===== src/thmi_defines.svh =====
/*
 * Constants of the touch host message interface: clock rate, reset times, object field addresses,
 * command codes, report identifiers, status bits and message store geometry.
 * Assumes it is included by bare name wherever these constants are needed.
 */
`ifndef THMI_DEFINES_SVH
`define THMI_DEFINES_SVH

// Core clock rate in hertz and the start-up times in milliseconds.
`define THMI_CLK_HZ        100000000
`define THMI_POR_MS        40
`define THMI_SWRST_MS      64
`define THMI_CNT_W         23

// Object field addresses seen by the link front end.
`define THMI_ADDR_CMD      8'h00
`define THMI_ADDR_ENABLE   8'h01
`define THMI_ADDR_SUPPLY   8'h02

// Command codes accepted by the command processor object.
`define THMI_CMD_RESET     8'h01
`define THMI_CMD_BACKUP    8'h02
`define THMI_CMD_CALIB     8'h03
`define THMI_CMD_SELFTEST  8'h04

// Report identifiers and status bits carried by messages.
`define THMI_RID_CMDPROC   8'h01
`define THMI_RID_SELFTEST  8'h02
`define THMI_RID_NONE      8'hFF
`define THMI_STS_RESET     8'h80
`define THMI_STS_OVERFLOW  8'h40
`define THMI_STS_CALIB     8'h10
`define THMI_STS_CFGERR    8'h08
`define THMI_STS_PASS      8'hFE

// Bits of the optional object enable field.
`define THMI_EN_SELFTEST   0
`define THMI_EN_DIAG       1

// Reset values of the object fields.
`define THMI_FIELD_RST     8'h00

// Message store geometry.
`define THMI_MSG_DEPTH     8
`define THMI_MSG_AW        3

`endif


===== src/thmi_pkg.sv =====
/*
 * Types and helpers of the touch host message interface.
 * Assumes thmi_defines.svh sits on the include path.
 */
`include "thmi_defines.svh"

package thmi_pkg;

   // Sequencer states, Gray coded along boot, run and software reset.
   typedef enum logic [1:0] {
      THMI_BOOT  = 2'b00,
      THMI_RUN   = 2'b01,
      THMI_SWRST = 2'b11
   } thmi_state_t;

   // One message: report identifier in the upper byte, status in the lower.
   typedef logic [15:0] thmi_msg_t;

   // Builds a message from its report identifier and status byte.
   function automatic thmi_msg_t thmi_make_msg(input logic [7:0] rid, input logic [7:0] sts);
      return {rid, sts};
   endfunction

endpackage : thmi_pkg


===== src/thmi_msg_store.sv =====
/*
 * Message store: a small first-in first-out array of queued messages.
 * Assumes the caller never pushes when full and never pops when empty; flush empties it.
 */
`include "thmi_defines.svh"

module thmi_msg_store
   import thmi_pkg::*;
(
   // Clock and reset.
   input  wire logic             core_clk_i,
   input  wire logic             rst_i,
   // Write side.
   input  wire logic             push_i,
   input  wire thmi_pkg::thmi_msg_t push_data_i,
   input  wire logic             flush_i,
   // Read side.
   input  wire logic             pop_i,
   output thmi_pkg::thmi_msg_t   head_o,
   output logic                  empty_o,
   output logic                  full_o
);

   thmi_msg_t               mem [`THMI_MSG_DEPTH];
   logic [`THMI_MSG_AW-1:0] wr_ptr;
   logic [`THMI_MSG_AW-1:0] rd_ptr;
   logic [`THMI_MSG_AW:0]   count;

   // Storage array, written on each accepted push.
   always_ff @(posedge core_clk_i) begin
      if (push_i && !full_o) begin
         mem[wr_ptr] <= push_data_i;
      end
   end

   // Pointers and occupancy; flush drops every queued message.
   always_ff @(posedge core_clk_i or posedge rst_i) begin
      if (rst_i) begin
         wr_ptr <= '0;
         rd_ptr <= '0;
         count  <= '0;
      end else if (flush_i) begin
         wr_ptr <= '0;
         rd_ptr <= '0;
         count  <= '0;
      end else begin
         if (push_i && !full_o) begin
            wr_ptr <= wr_ptr + 1'b1;
         end
         if (pop_i && !empty_o) begin
            rd_ptr <= rd_ptr + 1'b1;
         end
         count <= count + (`THMI_MSG_AW+1)'(push_i && !full_o) - (`THMI_MSG_AW+1)'(pop_i && !empty_o);
      end
   end

   // Head word and flags.
   assign head_o  = mem[rd_ptr];
   assign empty_o = (count == '0);
   assign full_o  = (count == (`THMI_MSG_AW+1)'(`THMI_MSG_DEPTH));

endmodule // thmi_msg_store


===== src/thmi_core.sv =====
/*
 * Host message interface core of a touch controller: object field writes, command execution,
 * message queue with an active-low pending line, diagnostic raw data reads and start-up timing.
 * Assumes a link front end that turns host bus transfers into field writes and message reads,
 * and a sense engine that reports calibration and self-test completion.
 */
// Behaviour
// [RQ1] After power-up the pending line goes low: a reset message waits.
// [RQ2] Host treats the device as faulty if the pending line never falls.
// [RQ3] Host reads all messages after power-up or reset to confirm life.
// [RQ4] Host checks start-up messages for a reported configuration error.
// [RQ5] Host reads every object start address from the object table first.
// [RQ6] Host derives report identifiers from the object table.
// [RQ7] Commands written to the command processor object are executed.
// [RQ8] Host configures by field writes; disabled optional objects are ignored.
// [RQ9] Status reaches the host only through messages read from the store.
// [RQ10] Pending line asserts whenever a new message is available.
// [RQ11] Host waits on the pending line instead of polling.
// [RQ12] Logic runs from the internal oscillator; no external clock is needed.
// [RQ13] Host writes the analog supply level into the sense engine config.
// [RQ14] Raw data readable via diagnostic object; self-test runs via its object.
// [RQ15] Pending line falls about 40 ms after power-up or hardware reset.
// [RQ16] Pending line falls about 64 ms after a software reset command.
// [RQ17] Every object field defaults to zero, leaving functions disabled.
// [RQ18] Pending line returns high once every queued message has been read.
`include "thmi_defines.svh"

module thmi_core
   import thmi_pkg::*;
#(
   parameter int unsigned POR_CYCLES   = `THMI_POR_MS * (`THMI_CLK_HZ / 1000),
   parameter int unsigned SWRST_CYCLES = `THMI_SWRST_MS * (`THMI_CLK_HZ / 1000)
)
(
   // Clock from the internal oscillator and reset.
   input  wire logic        core_clk_i,
   input  wire logic        rst_i,
   // Object field writes from the link front end.
   input  wire logic        fld_wr_i,
   input  wire logic [7:0]  fld_addr_i,
   input  wire logic [7:0]  fld_data_i,
   // Message object reads.
   input  wire logic        msg_rd_i,
   output thmi_pkg::thmi_msg_t msg_data_o,
   output logic             msg_valid_o,
   output logic             message_pending_n_o,
   // Diagnostic object reads.
   input  wire logic        diag_rd_i,
   input  wire logic [15:0] raw_data_i,
   output logic [15:0]      diag_data_o,
   // Sense engine events.
   input  wire logic        calib_done_i,
   input  wire logic        selftest_done_i,
   input  wire logic [7:0]  selftest_code_i,
   // Controls to the rest of the device.
   output logic             soft_reset_o,
   output logic             backup_o,
   output logic             calibrate_o,
   output logic             selftest_start_o,
   output logic [7:0]       obj_enable_o,
   output logic [7:0]       supply_level_o
);

   thmi_state_t          state;
   logic [`THMI_CNT_W-1:0] cnt;
   logic                 cmd_wr;
   logic                 rst_req, cfg_req, cal_req, st_req, ovf_pend;
   logic [7:0]           cfg_sts, st_sts;
   logic                 push, pop, empty, full, flush;
   thmi_msg_t            push_data, head;

   // A write to the command field while running.
   assign cmd_wr = fld_wr_i && (fld_addr_i == `THMI_ADDR_CMD) && (state == THMI_RUN);

   // Start-up sequencer on the internal oscillator clock, with the boot and software reset waits. [RQ12]
   always_ff @(posedge core_clk_i or posedge rst_i) begin
      if (rst_i) begin
         state <= THMI_BOOT;
         cnt   <= `THMI_CNT_W'(POR_CYCLES - 1);
      end else begin
         case (state)
            THMI_BOOT, THMI_SWRST: begin
               if (cnt == '0) begin
                  state <= THMI_RUN;                          // [RQ15] [RQ16]
               end else begin
                  cnt <= cnt - 1'b1;
               end
            end
            THMI_RUN: begin
               if (cmd_wr && fld_data_i == `THMI_CMD_RESET) begin
                  state <= THMI_SWRST;                        // [RQ7] [RQ16]
                  cnt   <= `THMI_CNT_W'(SWRST_CYCLES - 1);
               end
            end
            default: begin
               state <= THMI_BOOT;
               cnt   <= `THMI_CNT_W'(POR_CYCLES - 1);
            end
         endcase
      end
   end

   // Object fields; zero on any reset so optional functions start disabled. [RQ17]
   always_ff @(posedge core_clk_i or posedge rst_i) begin
      if (rst_i) begin
         obj_enable_o   <= `THMI_FIELD_RST;
         supply_level_o <= `THMI_FIELD_RST;
      end else if (state == THMI_SWRST) begin
         obj_enable_o   <= `THMI_FIELD_RST;                   // [RQ17]
         supply_level_o <= `THMI_FIELD_RST;
      end else if (fld_wr_i && state == THMI_RUN) begin
         if (fld_addr_i == `THMI_ADDR_ENABLE) begin
            obj_enable_o <= fld_data_i;                       // [RQ8]
         end
         if (fld_addr_i == `THMI_ADDR_SUPPLY) begin
            supply_level_o <= fld_data_i;
         end
      end
   end

   // Command pulses; self-test is ignored while its object is disabled.
   always_ff @(posedge core_clk_i or posedge rst_i) begin
      if (rst_i) begin
         soft_reset_o     <= 1'b0;
         backup_o         <= 1'b0;
         calibrate_o      <= 1'b0;
         selftest_start_o <= 1'b0;
      end else begin
         soft_reset_o     <= cmd_wr && fld_data_i == `THMI_CMD_RESET;   // [RQ7]
         backup_o         <= cmd_wr && fld_data_i == `THMI_CMD_BACKUP;
         calibrate_o      <= cmd_wr && fld_data_i == `THMI_CMD_CALIB;
         selftest_start_o <= cmd_wr && fld_data_i == `THMI_CMD_SELFTEST
                             && obj_enable_o[`THMI_EN_SELFTEST];        // [RQ8] [RQ14]
      end
   end

   // Pending message requests; a new event wins over the clear of the same cycle.
   always_ff @(posedge core_clk_i or posedge rst_i) begin
      if (rst_i) begin
         rst_req  <= 1'b0;
         cfg_req  <= 1'b0;
         cal_req  <= 1'b0;
         st_req   <= 1'b0;
         cfg_sts  <= `THMI_FIELD_RST;
         st_sts   <= `THMI_FIELD_RST;
      end else if (state != THMI_RUN) begin
         rst_req <= (cnt == '0);                              // [RQ1] [RQ15] [RQ16]
         cfg_req <= 1'b0;
         cal_req <= 1'b0;
         st_req  <= 1'b0;
      end else begin
         if (push && rst_req) begin
            rst_req <= 1'b0;
         end
         if (backup_o) begin
            cfg_req <= 1'b1;
            cfg_sts <= (supply_level_o == `THMI_FIELD_RST) ? `THMI_STS_CFGERR : `THMI_FIELD_RST;
         end else if (push && !rst_req && cfg_req) begin
            cfg_req <= 1'b0;
         end
         if (calib_done_i) begin
            cal_req <= 1'b1;
         end else if (push && !rst_req && !cfg_req && cal_req) begin
            cal_req <= 1'b0;
         end
         if (selftest_done_i && obj_enable_o[`THMI_EN_SELFTEST]) begin
            st_req <= 1'b1;                                   // [RQ8] [RQ14]
            st_sts <= selftest_code_i;
         end else if (push && !rst_req && !cfg_req && !cal_req && st_req) begin
            st_req <= 1'b0;
         end
      end
   end

   // One message enters the store per cycle, in fixed priority, only while room remains.
   assign push = (state == THMI_RUN) && !full && (rst_req || cfg_req || cal_req || st_req);
   always_comb begin
      if (rst_req) begin
         push_data = thmi_make_msg(`THMI_RID_CMDPROC, `THMI_STS_RESET | cfg_sts);  // [RQ9]
      end else if (cfg_req) begin
         push_data = thmi_make_msg(`THMI_RID_CMDPROC, cfg_sts | (ovf_pend ? `THMI_STS_OVERFLOW : 8'h00));
      end else if (cal_req) begin
         push_data = thmi_make_msg(`THMI_RID_CMDPROC, `THMI_STS_CALIB);
      end else begin
         push_data = thmi_make_msg(`THMI_RID_SELFTEST, st_sts);
      end
   end

   // Remembers that an event arrived while the store was full.
   always_ff @(posedge core_clk_i or posedge rst_i) begin
      if (rst_i) begin
         ovf_pend <= 1'b0;
      end else if (full && (calib_done_i || selftest_done_i)) begin
         ovf_pend <= 1'b1;
      end else if (push && !rst_req && cfg_req) begin
         ovf_pend <= 1'b0;
      end
   end

   assign flush = (state == THMI_SWRST);
   assign pop   = msg_rd_i && !empty;

   thmi_msg_store u_store (
      .core_clk_i  (core_clk_i),
      .rst_i       (rst_i),
      .push_i      (push),
      .push_data_i (push_data),
      .flush_i     (flush),
      .pop_i       (pop),
      .head_o      (head),
      .empty_o     (empty),
      .full_o      (full)
   );

   // Message reads and the pending line; an empty store answers with the null report identifier.
   always_ff @(posedge core_clk_i or posedge rst_i) begin
      if (rst_i) begin
         msg_data_o          <= thmi_make_msg(`THMI_RID_NONE, `THMI_FIELD_RST);
         msg_valid_o         <= 1'b0;
         message_pending_n_o <= 1'b1;
      end else begin
         if (msg_rd_i) begin
            msg_data_o <= empty ? thmi_make_msg(`THMI_RID_NONE, `THMI_FIELD_RST) : head;  // [RQ9]
         end
         msg_valid_o         <= pop;
         message_pending_n_o <= !((state == THMI_RUN) && !empty);  // [RQ10] [RQ18]
      end
   end

   // Diagnostic raw data captured on each read, zero for a read while the diagnostic object is disabled.
   always_ff @(posedge core_clk_i or posedge rst_i) begin
      if (rst_i) begin
         diag_data_o <= 16'h0000;
      end else if (diag_rd_i) begin
         diag_data_o <= obj_enable_o[`THMI_EN_DIAG] ? raw_data_i : 16'h0000;  // [RQ14] [RQ8]
      end
   end
endmodule // thmi_core


===== config.mk =====
export PLATFORM = sky130hd
export DESIGN_NAME = thmi_core
export DESIGN_NICKNAME = d
export VERILOG_FILES = /design/src/thmi_pkg.sv /design/src/thmi_msg_store.sv /design/src/thmi_core.sv
export VERILOG_INCLUDE_DIRS = /design/src /design/src/src
export SDC_FILE = /design/constraint.sdc
export NUM_CORES = 1
export LEC_CHECK = 0
export BUFFER_PORTS_ARGS = -buffer_cell sky130_fd_sc_hd__buf_2
export CAP_MARGIN = 25
export CORE_MARGIN = 4
export CORE_UTILIZATION = 40
export CTS_CLUSTER_DIAMETER = 50
export DETAILED_ROUTE_END_ITERATION = 10
export GPL_ROUTABILITY_DRIVEN = 0
export GPL_TIMING_DRIVEN = 0
export PLACE_DENSITY_LB_ADDON = 0.08
export SLEW_MARGIN = 20
export SYNTH_ARGS = -nofsm -noshare
export SYNTH_HDL_FRONTEND = slang
export SYNTH_HIERARCHICAL = 1
export SYNTH_SLANG_ARGS = --single-unit

===== constraint.sdc =====
create_clock -name core_clk_i -period 8.2 [get_ports core_clk_i]
set_input_delay 0.82 -clock core_clk_i [delete_from_list [all_inputs] [get_ports core_clk_i]]
set_output_delay 0.82 -clock core_clk_i [all_outputs]
set_load 0.02 [all_outputs]

# Yosys cells after proc, flatten, opt, wreduce, memory -nomap -nowiden
# Memories as Yosys holds them, arrays and structs flattened.
# Index checks and enable logic that the tools add are counted.
# classes
n_bitwise	2
div_mod_pow	0
n_reduce_logical	55
n_mux	38
order_cmp	0
n_mul	0
add_sub_neg	5
shifts	0
n_eq_ne	13
# op_table
op	n
$mux 8	6
$mux 23	2
$pmux 23 s2	1
$mux 16	2
$mux 10	3
$eq 8x2->1 const B	3
$logic_and 1x1->1	23
$logic_not 23->1	1
$sub 23x1->23 const B	1
$eq 8x1->1 const B	2
$logic_not 8->1	2
$mux 1	14
$reduce_bool 2->1	7
$mux 3	4
$reduce_and 2->1	6
$reduce_bool 3->1	3
$eq 8x3->1 const B	1
$mux 4	2
$or 8x7->8	1
$mux 7	1
$add 3x1->3 const B	2
$logic_not 1->1	6
$ne 2x2->1 const B	3
$add 4x1->4	1
12 further kinds	16
# word_totals
register_bits	110
output_inout_bits	54
inputBits	47
latchBits	0
ramBits	80
elab_cells	136
mem_count	1
romBits	0
# memory_table
name	depth	width	read_ports	rd_clocked_by_memory_dff	wr	line	text
u_store.mem	8	10	1	0	1	thmi_msg_store.sv:24	thmi_msg_t mem [`THMI_MSG_DEPTH];

# Depth between registers and ports, before layout
# Gate-level depths: netlist of run 1.
# depth
depth_word	11
depth_mapped	13

# Modules after synthesis
# Netlist of run 1, hierarchy kept.
# by_module_without_submodules
module	seq_area_each_um2	n_inst	area_per_inst_um2	cells_each
thmi_msg_store	4093.9	1	5560.3	260
thmi_core	2356.0	1	4461.8	454

# Worst setup path before layout of run 1
# Ideal clock, no wire load.
# synth_path
kind	register -> register
start	register u_store.count[2]
end	memory u_store/mem[0][0] (netlist name), enable pin
required_ns	7.791
arrival_time_ns	2.818
n_path_buf	0
path_slack_ns	4.973
setup_ns	0.409
path_stages_with_launch	10
path_cell_list	dfrtp_1 inv_1 ha_1 or3b_2 inv_1 nor2b_1 o21a_1 inv_1 or3_1 nor3_1
# synth_between
elab_chain_cells	7
# synth_rtl
element	line	text
start, declared	thmi_msg_store.sv:27	logic [`THMI_MSG_AW:0] count;
start signal, assigned	thmi_msg_store.sv:53	count <= count + (`THMI_MSG_AW+1)'(push_i && !full_o) - (`THMI_MSG_AW+1)'(pop_i && !empty_o);
$eq 4x4->1	thmi_msg_store.sv:60	assign full_o = (count == (`THMI_MSG_AW+1)'(`THMI_MSG_DEPTH));
via full	thmi_core.sv:69	logic push, pop, empty, full, flush;
$logic_not 1->1	thmi_core.sv:176	assign push = (state == THMI_RUN) && !full && (rst_req || cfg_req || cal_req || st_req);
$logic_and 1x1->1 (2 in series)	thmi_core.sv:176	
via push	thmi_core.sv:69	
$logic_and 1x1->1	thmi_msg_store.sv:31	if (push_i && !full_o) begin
$mux 1	thmi_msg_store.sv:31	
$mux 1 (not written as such)	thmi_msg_store.sv:32	mem[wr_ptr] <= push_data_i;
end, declared	thmi_msg_store.sv:24	
# The timed path passes the listed nets, and every way through them passes these cells.

# Final worst setup path of run 1
# layout_path
start	register u_store.count[2]
end	register u_store.count[2]
# layout_between
elab_cells_between_ends	12
classes_between	add/sub: 2; eq/ne: 1; mux: 1; reduce/logical: 8
# layout_lines
element	line	text
$logic_not 4->1	thmi_msg_store.sv:59	assign empty_o = (count == '0);
via empty	thmi_core.sv:69	
$logic_not 1->1	thmi_core.sv:201	assign pop = msg_rd_i && !empty;
$logic_and 1x1->1	thmi_core.sv:201	
via pop	thmi_core.sv:69	
$logic_and 1x1->1	thmi_msg_store.sv:53	
$sub 4x1->4	thmi_msg_store.sv:53	
$mux 4	thmi_msg_store.sv:42	end else if (flush_i) begin
# The timed path passes the listed nets, and every way through them passes these cells.
# A chain may end at the register's enable or synchronous reset.

==> load_flow_metrics.sql, run 1 <==
INSERT INTO impl_metrics (metric_group, metric, value, unit) VALUES
('logic_synthesis', 'asyncSetResetFlopFracSynth', '0.446', ''),
('logic_synthesis', 'synth_edf_count', '128', ''),
('global_routing', 'wire_length_of_the_first_global_routing_pass', '35.7', 'mm'),
('clocking', 'clock_tree.root_cell', 'clkbuf_16', ''),
('timing', 'fin_crit_sh', '0.485', ''),
('placement', 'io_buffer_count', '98', ''),
('logic_synthesis', 'synthesis.area', '0.0100', 'mm²'),
('layout', 'area_delta_synth_final', '21.7', '%'),
('power', 'p_total', '3.53', 'mW'),
('setup_path', 'timing.critical_path.required', '8.60', 'ns'),
('timing', 'unrepaired_setup_endpoints_after_global_routing', 'no', ''),
('clocking', 'cts_max_level', '1', ''),
('routing', 'vias', '6361', ''),
('timing', 'fin_setup_tns', '0', 'ns'),
('timing', 'clock_skew', '0.00832', 'ns'),
('timing', 'setup_viol_count_final', '0', ''),
('timing', 'finalHoldViolations', '0', ''),
('routing', 'wire_per_inst', '17.9', 'µm'),
('hold_path', 'hp-class', 'input pin to async pin', ''),
('routing', 'drc', '0', ''),
('global_routing', 'gr-max-usage-layer', 'met2', ''),
('global_routing', 'groute.usage.overall', '0.160', ''),
('floorplan', 'die_area', '0.0277', 'mm²'),
('timing', 'maxClockFrequency', '251', 'MHz'),
('layout', 'postLayoutCoreUtil', '0.499', ''),
('routing', 'avgViaCountPerCell', '5.11', ''),
('clocking', 'cts_num_sinks', '231', ''),
('setup_path', 'critical_path_fanouts_max', '11', ''),
('setup_path', 'critical_path.endpoint_type', 'flip-flop', ''),
('global_routing', 'globalRouteOverflowTotal', '0', ''),
('routing', 'final_antenna_net_count', '0', ''),
('routing', 'sum_of_routed_wire_length_over_all_layers', '22.3', 'mm'),
('timing', 'worst_slew_pin_slew', '0.866', 'ns'),
('global_routing', 'grt_use_met2', '0.276', ''),
('floorplan', 'rows', '57', ''),
('routing', 'drt-pass1-iter-count', '5', ''),
('routing', 'initialDrtViolationCount', '354', ''),
('logic_synthesis', 'yosys_warnings', '6', ''),
('floorplan', 'initial_utilization', '0.410', ''),
('floorplan', 'die_w', '166', 'µm'),
('clocking', 'clk_latency', '0.54', 'ns'),
('logic_synthesis', 'ys_seq_area_frac', '0.644', ''),
('global_routing', 'antenna_found_initial', '2', ''),
('setup_path', 'criticalPathCategory', 'flip-flop to flip-flop', ''),
('clocking', 'cts_made_buffers', '27', ''),
('run', 'max_cap_viol_count', '0', ''),
('floorplan', 'fp.coreArea', '0.0245', 'mm²'),
('global_routing', 'grt_start_max_net_pins', '75', ''),
('power', 'leakage', '4.97', 'nW'),
('layout', 'layout.filler_cells', '2148', ''),
('global_routing', 'grt_pass1_vias', '6651', ''),
('logic_synthesis', 'netlist_instances', '714', ''),
('timing', 'slew_viol_final', '0', ''),
('clocking', 'cts.reportedPaths.clkPinSlew', '0.06', 'ns'),
('floorplan', 'top_level_ports', '101', ''),
('placement', 'dpl.hpwl', '15.7', 'mm'),
('clocking', 'cts.repair.resized', '0', ''),
('layout', 'most_frequent_cells_in_the_layout', 'edfxtp_1 (128), buf_2 (103), dfrtp_1 (80)', ''),
('logic_synthesis', 'ys_dominant_reg_cell', 'edfxtp_1', ''),
('layout', 'layout.cells.most_common', 'edfxtp_1', ''),
('clocking', 'cts_max_path_buffers', '3', ''),
('global_routing', 'gr_met3_demand_resource', '0.0381', ''),
('clocking', 'hold_buffers', '0', ''),
('layout', 'number_of_nets_in_the_final_layout', '961', ''),
('power', 'worst_ir_drop_vdd', '182', 'µV'),
('logic_synthesis', 'netlist-cell-type-count', '67', ''),
('clocking', 'cts_tree', 'done', ''),
('power', 'power_per_cell_area', '290', 'mW/mm²'),
('logic_synthesis', 'ys_ff_latch', '231', ''),
('layout', 'drive_above_1_share', '0.267', ''),
('status', 'run_status', 'finished, final reports clean', ''),
('setup_path', 'worst_setup_path_start_kind', 'flip-flop', ''),
('timing', 'timing.final.crit_period', '3.98', 'ns'),
('timing', 'relSlewSlack', '0.419', ''),
('logic_synthesis', 'syn_area_per_cell', '14.0', 'µm²'),
('global_routing', 'groute.layer.met1.usage', '0.207', ''),
('setup_path', 'critical_path_arrival', '4.38', 'ns'),
('floorplan', 'die_span_in_y', '166', 'µm'),
('clocking', 'post-cts-setup-buffers', '0', '');
[kinds of logic (layout without fill, tap and decap cells)]
logic type,count (synthesis),count (layout),share of synthesized area
adder cells (fa/ha/maj),15,15,0.0195
XOR/XNOR,1,1,0.000874
buffers and inverters,79,238,0.0345
multiplexers,76,76,0.128
flip-flops,231,231,0.644
other,1,50,0.000374
AO/OA/AOI/OAI,123,123,0.0749
AND/OR/NAND/NOR,188,188,0.0986
[sequential cells by signal (all words and copies together), names as in the netlist, 2 cells and up]
name,cells
u_store/count,4
u_store/wr_ptr,3
st_sts,8
obj_enable_o,8
diag_data_o,16
supply_level_o,8
u_store/rd_ptr,3
cnt,23
u_store/mem,128
state,2
msg_data_o,16
[final timing paths]
path / startpoint / end / slack [ns] / cells after the start
worst max register to register: u_store/count[2] / u_store/count[2] / 4.22 / 13
min in group core_clk_i: ovf_pend / ovf_pend / 0.48 / 2
worst min register to register: ovf_pend / ovf_pend / 0.48 / 2
worst max-delay path: u_store/count[2] / u_store/count[2] / 4.22 / 13
worst min-delay path: rst_i / msg_data_o[6] / 0.24 / 2
max in group asynchronous: rst_i / msg_data_o[2] / 7.33 / 3
[area by class of cell]
class,instances,area (µm²),share of cell area
Tap cell,324,405,0.0332
Antenna cell,2,5.00,0.000410
Buffer,34,176,0.0145
Sequential cell,231,6450,0.529
Clock buffer,32,714,0.0586
Clock inverter,18,193,0.0158
Multi-Input combinational cell,451,3440,0.282
Inverter,45,174,0.0143
Timing Repair Buffer,109,638,0.0523
[routing by layer]
layer | up-vias | share of wire | routed length (µm)
met3 | 31 | 0.063 | 1400
met5 | - | 0.00090 | 20
met2 | 178 | 0.49 | 11000
met4 | 4 | 0.015 | 340
li1 | 3003 | - | -
met1 | 3145 | 0.43 | 9570
[power by group]
group          total (mW)  internal, mW  switching (mW)
logic               0.844         0.332           0.512
clock network        1.19         0.721           0.472
registers            1.50          1.41          0.0855
[worst max-delay path, cell delays in order, from the launching register on]
cell and delay (ns):
dfrtp_1 0.37, inv_1 0.10, ha_1 0.15, nor3b_1 0.69, nand2b_1 0.19, clkbuf_1 0.33, clkinv_1 0.48, nor2b_1 0.33
ha_1 0.34, inv_1 0.04, ha_1 0.20, fa_1 0.41, xnor2_1 0.17, nor2_1 0.05
[synthesized netlist by cell type (3+ instances only)]
library cell	n	area share
mux2i_1	18	0.018
nand2_1	52	0.019
a31oi_1	5	0.0031
or4_1	6	0.0045
ha_1	14	0.017
a21oi_1	18	0.0090
o22a_1	10	0.0087
o21a_1	5	0.0037
dfstp_2	23	0.060
mux4_1	23	0.060
or3_1	5	0.0031
dfrtp_1	80	0.20
o21ai_1	19	0.0095
o31ai_1	3	0.0022
nor2_1	45	0.017
and2_1	5	0.0031
edfxtp_1	128	0.38
a22o_1	4	0.0035
nor3b_1	4	0.0030
inv_1	44	0.016
buf_2	5	0.0025
o21ai_0	42	0.021
nand2b_1	9	0.0056
o211ai_1	3	0.0022
nor2b_1	6	0.0037
buf_6	5	0.0056
nor4_1	8	0.0050
nor3_1	17	0.0085
clkbuf_1	20	0.0075
nand3_1	11	0.0055
mux2_2	25	0.028
mux4_2	9	0.020
[stage by stage]
stage | instances | worst slack (ns) | hold slack (ns) | cell area (µm²)
floorplan | 761 | 4.97 | 0.443 | 10200
global placement | 1183 | 3.51 | 0.468 | 11100
detailed placement | 1194 | 4.22 | 0.466 | 11300
CTS | 1244 | 4.19 | 0.225 | 12200
global route | 1244 | 3.85 | 0.236 | 12200
finish | 1246 | 4.22 | 0.238 | 12200
Power figures use the tool's default switching activity.
==> run 2, diff against run 1 <==
- clock period: 8.2 -> 3.5 ns (I/O delays scaled with it)
==> run 2 against run 1 <==
Effect of this change:
- cell area increased by 0.29%
- via count about the same
- hold slack got worse by 0.22 ns
- first-iteration DRC count increased by 3.4%
- core utilization grew 0.14 points
- fmax is 22% higher
- register-to-register slack got worse by 4.0 ns
- clock power increased by 140%
- largest power group unchanged
==> load_flow_metrics.sql, run 2 (synthesis gave the netlist of run 1 again) <==
INSERT INTO impl_metrics (metric_group, metric, value, unit) VALUES
('status', 'run_status', 'finished, final reports clean', ''),
('timing', 'slew_viol_final', '0', ''),
('routing', 'wire_per_inst', '18.0', 'µm'),
('placement', 'placed_cell_area', '0.0113', 'mm²'),
('layout', 'area_delta_synth_final', '22.0', '%'),
('timing', 'unrepaired_setup_endpoints_after_global_routing', 'no', ''),
('setup_path', 'critical_path_fanouts_max', '11', ''),
('routing', 'drc', '0', ''),
('layout', 'reg.largest.list', 'u_store/mem: 128 flops, cnt: 23 flops', ''),
('power', 'p_switching', '2.51', 'mW'),
('layout', 'area.sequential', '0.00645', 'mm²'),
('power', 'power_per_cell_area', '678', 'mW/mm²'),
('setup_path', 'worst_setup_path_start_kind', 'flip-flop', ''),
('clocking', 'cts_max_level', '1', ''),
('layout', 'drive_above_1_share', '0.269', ''),
('floorplan', 'die_w', '166', 'µm'),
('layout', 'postLayoutCoreUtil', '0.500', ''),
('hold_path', 'hp-class', 'input pin to flip-flop', ''),
('global_routing', 'wire_length_of_the_first_global_routing_pass', '35.7', 'mm'),
('routing', 'avgViaCountPerCell', '5.10', ''),
('layout', 'most_frequent_cells_in_the_layout', 'edfxtp_1 (128), buf_2 (103), dfrtp_1 (80)', ''),
('power', 'p_seq_frac', '0.423', ''),
('clocking', 'cts_tree', 'done', ''),
('timing', 'timing.final.crit_period', '3.26', 'ns'),
('power', 'intPower', '5.78', 'mW'),
('power', 'worst_ir_drop_vdd', '427', 'µV'),
('placement', 'io_buffer_count', '98', ''),
('layout', 'max_flop_register', 'u_store/mem', ''),
('floorplan', 'die_area', '0.0277', 'mm²'),
('power', 'clock_power_share', '0.337', ''),
('routing', 'final_antenna_net_count', '0', ''),
('timing', 'worst_slew_pin_slew', '0.733', 'ns'),
('run', 'max_cap_viol_count', '0', ''),
('clocking', 'clk_latency', '0.54', 'ns'),
('clocking', 'cts_made_buffers', '27', ''),
('global_routing', 'globalRouteOverflowTotal', '0', ''),
('clocking', 'cts_max_path_buffers', '3', ''),
('global_routing', 'antenna_found_initial', '2', ''),
('global_routing', 'groute.usage.overall', '0.160', ''),
('global_routing', 'grt_pass1_vias', '6662', ''),
('power', 'combinational_cell_fraction_of_total_power', '0.240', ''),
('layout', 'number_of_nets_in_the_final_layout', '962', ''),
('floorplan', 'fp.coreArea', '0.0245', 'mm²'),
('placement', 'dpl.hpwl', '15.7', 'mm'),
('timing', 'relSlewSlack', '0.511', ''),
('clocking', 'post-cts-setup-buffers', '0', ''),
('clocking', 'cts.reportedPaths.clkPinSlew', '0.06', 'ns'),
('setup_path', 'timing.critical_path.required', '3.75', 'ns'),
('routing', 'sum_of_routed_wire_length_over_all_layers', '22.4', 'mm'),
('setup_path', 'critical_path_arrival', '3.51', 'ns'),
('clocking', 'clock_tree.root_cell', 'clkbuf_16', ''),
('routing', 'vias', '6363', ''),
('layout', 'layout.cells.most_common', 'edfxtp_1', ''),
('floorplan', 'initial_utilization', '0.410', ''),
('timing', 'fin_crit_sh', '0.932', ''),
('layout', 'layout.filler_cells', '2144', ''),
('clocking', 'cts_num_sinks', '231', ''),
('power', 'leakage', '4.99', 'nW'),
('timing', 'maxClockFrequency', '307', 'MHz'),
('floorplan', 'rows', '57', ''),
('global_routing', 'grt_start_max_net_pins', '75', ''),
('routing', 'drt-pass1-iter-count', '5', ''),
('layout', 'flip_flop_count_of_the_largest_register_all_copies_and_words_added', '128', ''),
('power', 'fraction_of_power_spent_switching_nets', '0.303', ''),
('layout', 'fin_area', '0.0122', 'mm²'),
('timing', 'setup_viol_count_final', '0', ''),
('floorplan', 'top_level_ports', '101', ''),
('routing', 'initialDrtViolationCount', '366', ''),
('power', 'p_total', '8.30', 'mW'),
('setup_path', 'critical_path.endpoint_type', 'flip-flop', ''),
('floorplan', 'die_span_in_y', '166', 'µm'),
('timing', 'fin_setup_tns', '0', 'ns'),
('setup_path', 'criticalPathCategory', 'flip-flop to flip-flop', ''),
('timing', 'finalHoldViolations', '0', ''),
('layout', 'area_of_the_multi_input_gates', '0.00346', 'mm²'),
('timing', 'clock_skew', '0.00911', 'ns');
==> run 2: path summary, 6_finish.rpt <==
check	to	slack (ns)	cells after the start	start
min in group asynchronous	msg_data_o[6]	0.32	3	rst_i
setup / recovery	u_store/mem[0][15]	0.24	11	u_store/count[2]
hold reg to reg	cfg_sts[3]	0.48	2	cfg_sts[3]
setup reg to reg	u_store/mem[0][15]	0.24	11	u_store/count[2]
hold / removal	diag_data_o[11]	0.02	3	raw_data_i[11]
max in group asynchronous	msg_data_o[2]	2.55	4	rst_i
==> run 2: per-layer routing <==
metal,vias to the layer above,part of all wire,track usage
li1,3008,-,-
met1,3141,0.43,0.207
met2,179,0.49,0.276
met3,31,0.065,0.0381
met4,4,0.015,0.0374
met5,-,0.00089,0
==> run 2: area by class of cell <==
| type | count | area share |
|---|---|---|
| clock inverters | 18 | 0.0158 |
| multi-input cells | 451 | 0.283 |
| flip-flops and latches | 231 | 0.527 |
| clock buffers | 32 | 0.0584 |
| repair buffers | 111 | 0.0538 |
| plain buffers | 33 | 0.0141 |
| well taps | 324 | 0.0331 |
| diodes | 2 | 0.000409 |
| inverters | 45 | 0.0143 |
==> run 2: per-stage QoR <==
| step | cells | hold WS, ns | setup slack (ns) |
|---|---|---|---|
| floorplan | 761 | 0.190 | 0.273 |
| global placement | 1183 | 0.371 | -1.19 |
| detailed placement | 1194 | 0.324 | -0.480 |
| CTS | 1246 | 0.000146 | 0.0340 |
| global route | 1245 | 0.0104 | 0.00911 |
| finish | 1247 | 0.0212 | 0.239 |
==> run 2: power by group through the flow <==
stage | sequential [mW] | combinational (mW) | clock, mW
final | 3.51 | 1.99 | 2.80
after global routing | 3.56 | 2.20 | 3.01
after CTS | 3.50 | 2.01 | 2.87
after detailed placement | 3.55 | 2.00 | 0
after global placement | 3.54 | 1.90 | 0
after floorplan | 3.64 | 1.26 | 0
==> run 2: worst max-delay path, cell delays in order, from the launching register on <==
cell	delay (ns)
dfrtp_1	0.34
inv_1	0.07
ha_1	0.19
or3b_2	0.23
inv_1	0.16
nor2b_1	0.21
o21a_1	0.26
inv_1	0.10
or3_1	0.48
nor3_2	0.56
buf_6	0.23
buf_6	0.14
==> run 2: timing repair <==
item / in CTS / in global routing
resized for setup: 2 / 2
hold buffers: 2 / 0
endpoints found under the hold margin: 30 / 0
endpoints found under the setup margin: 4 / 6
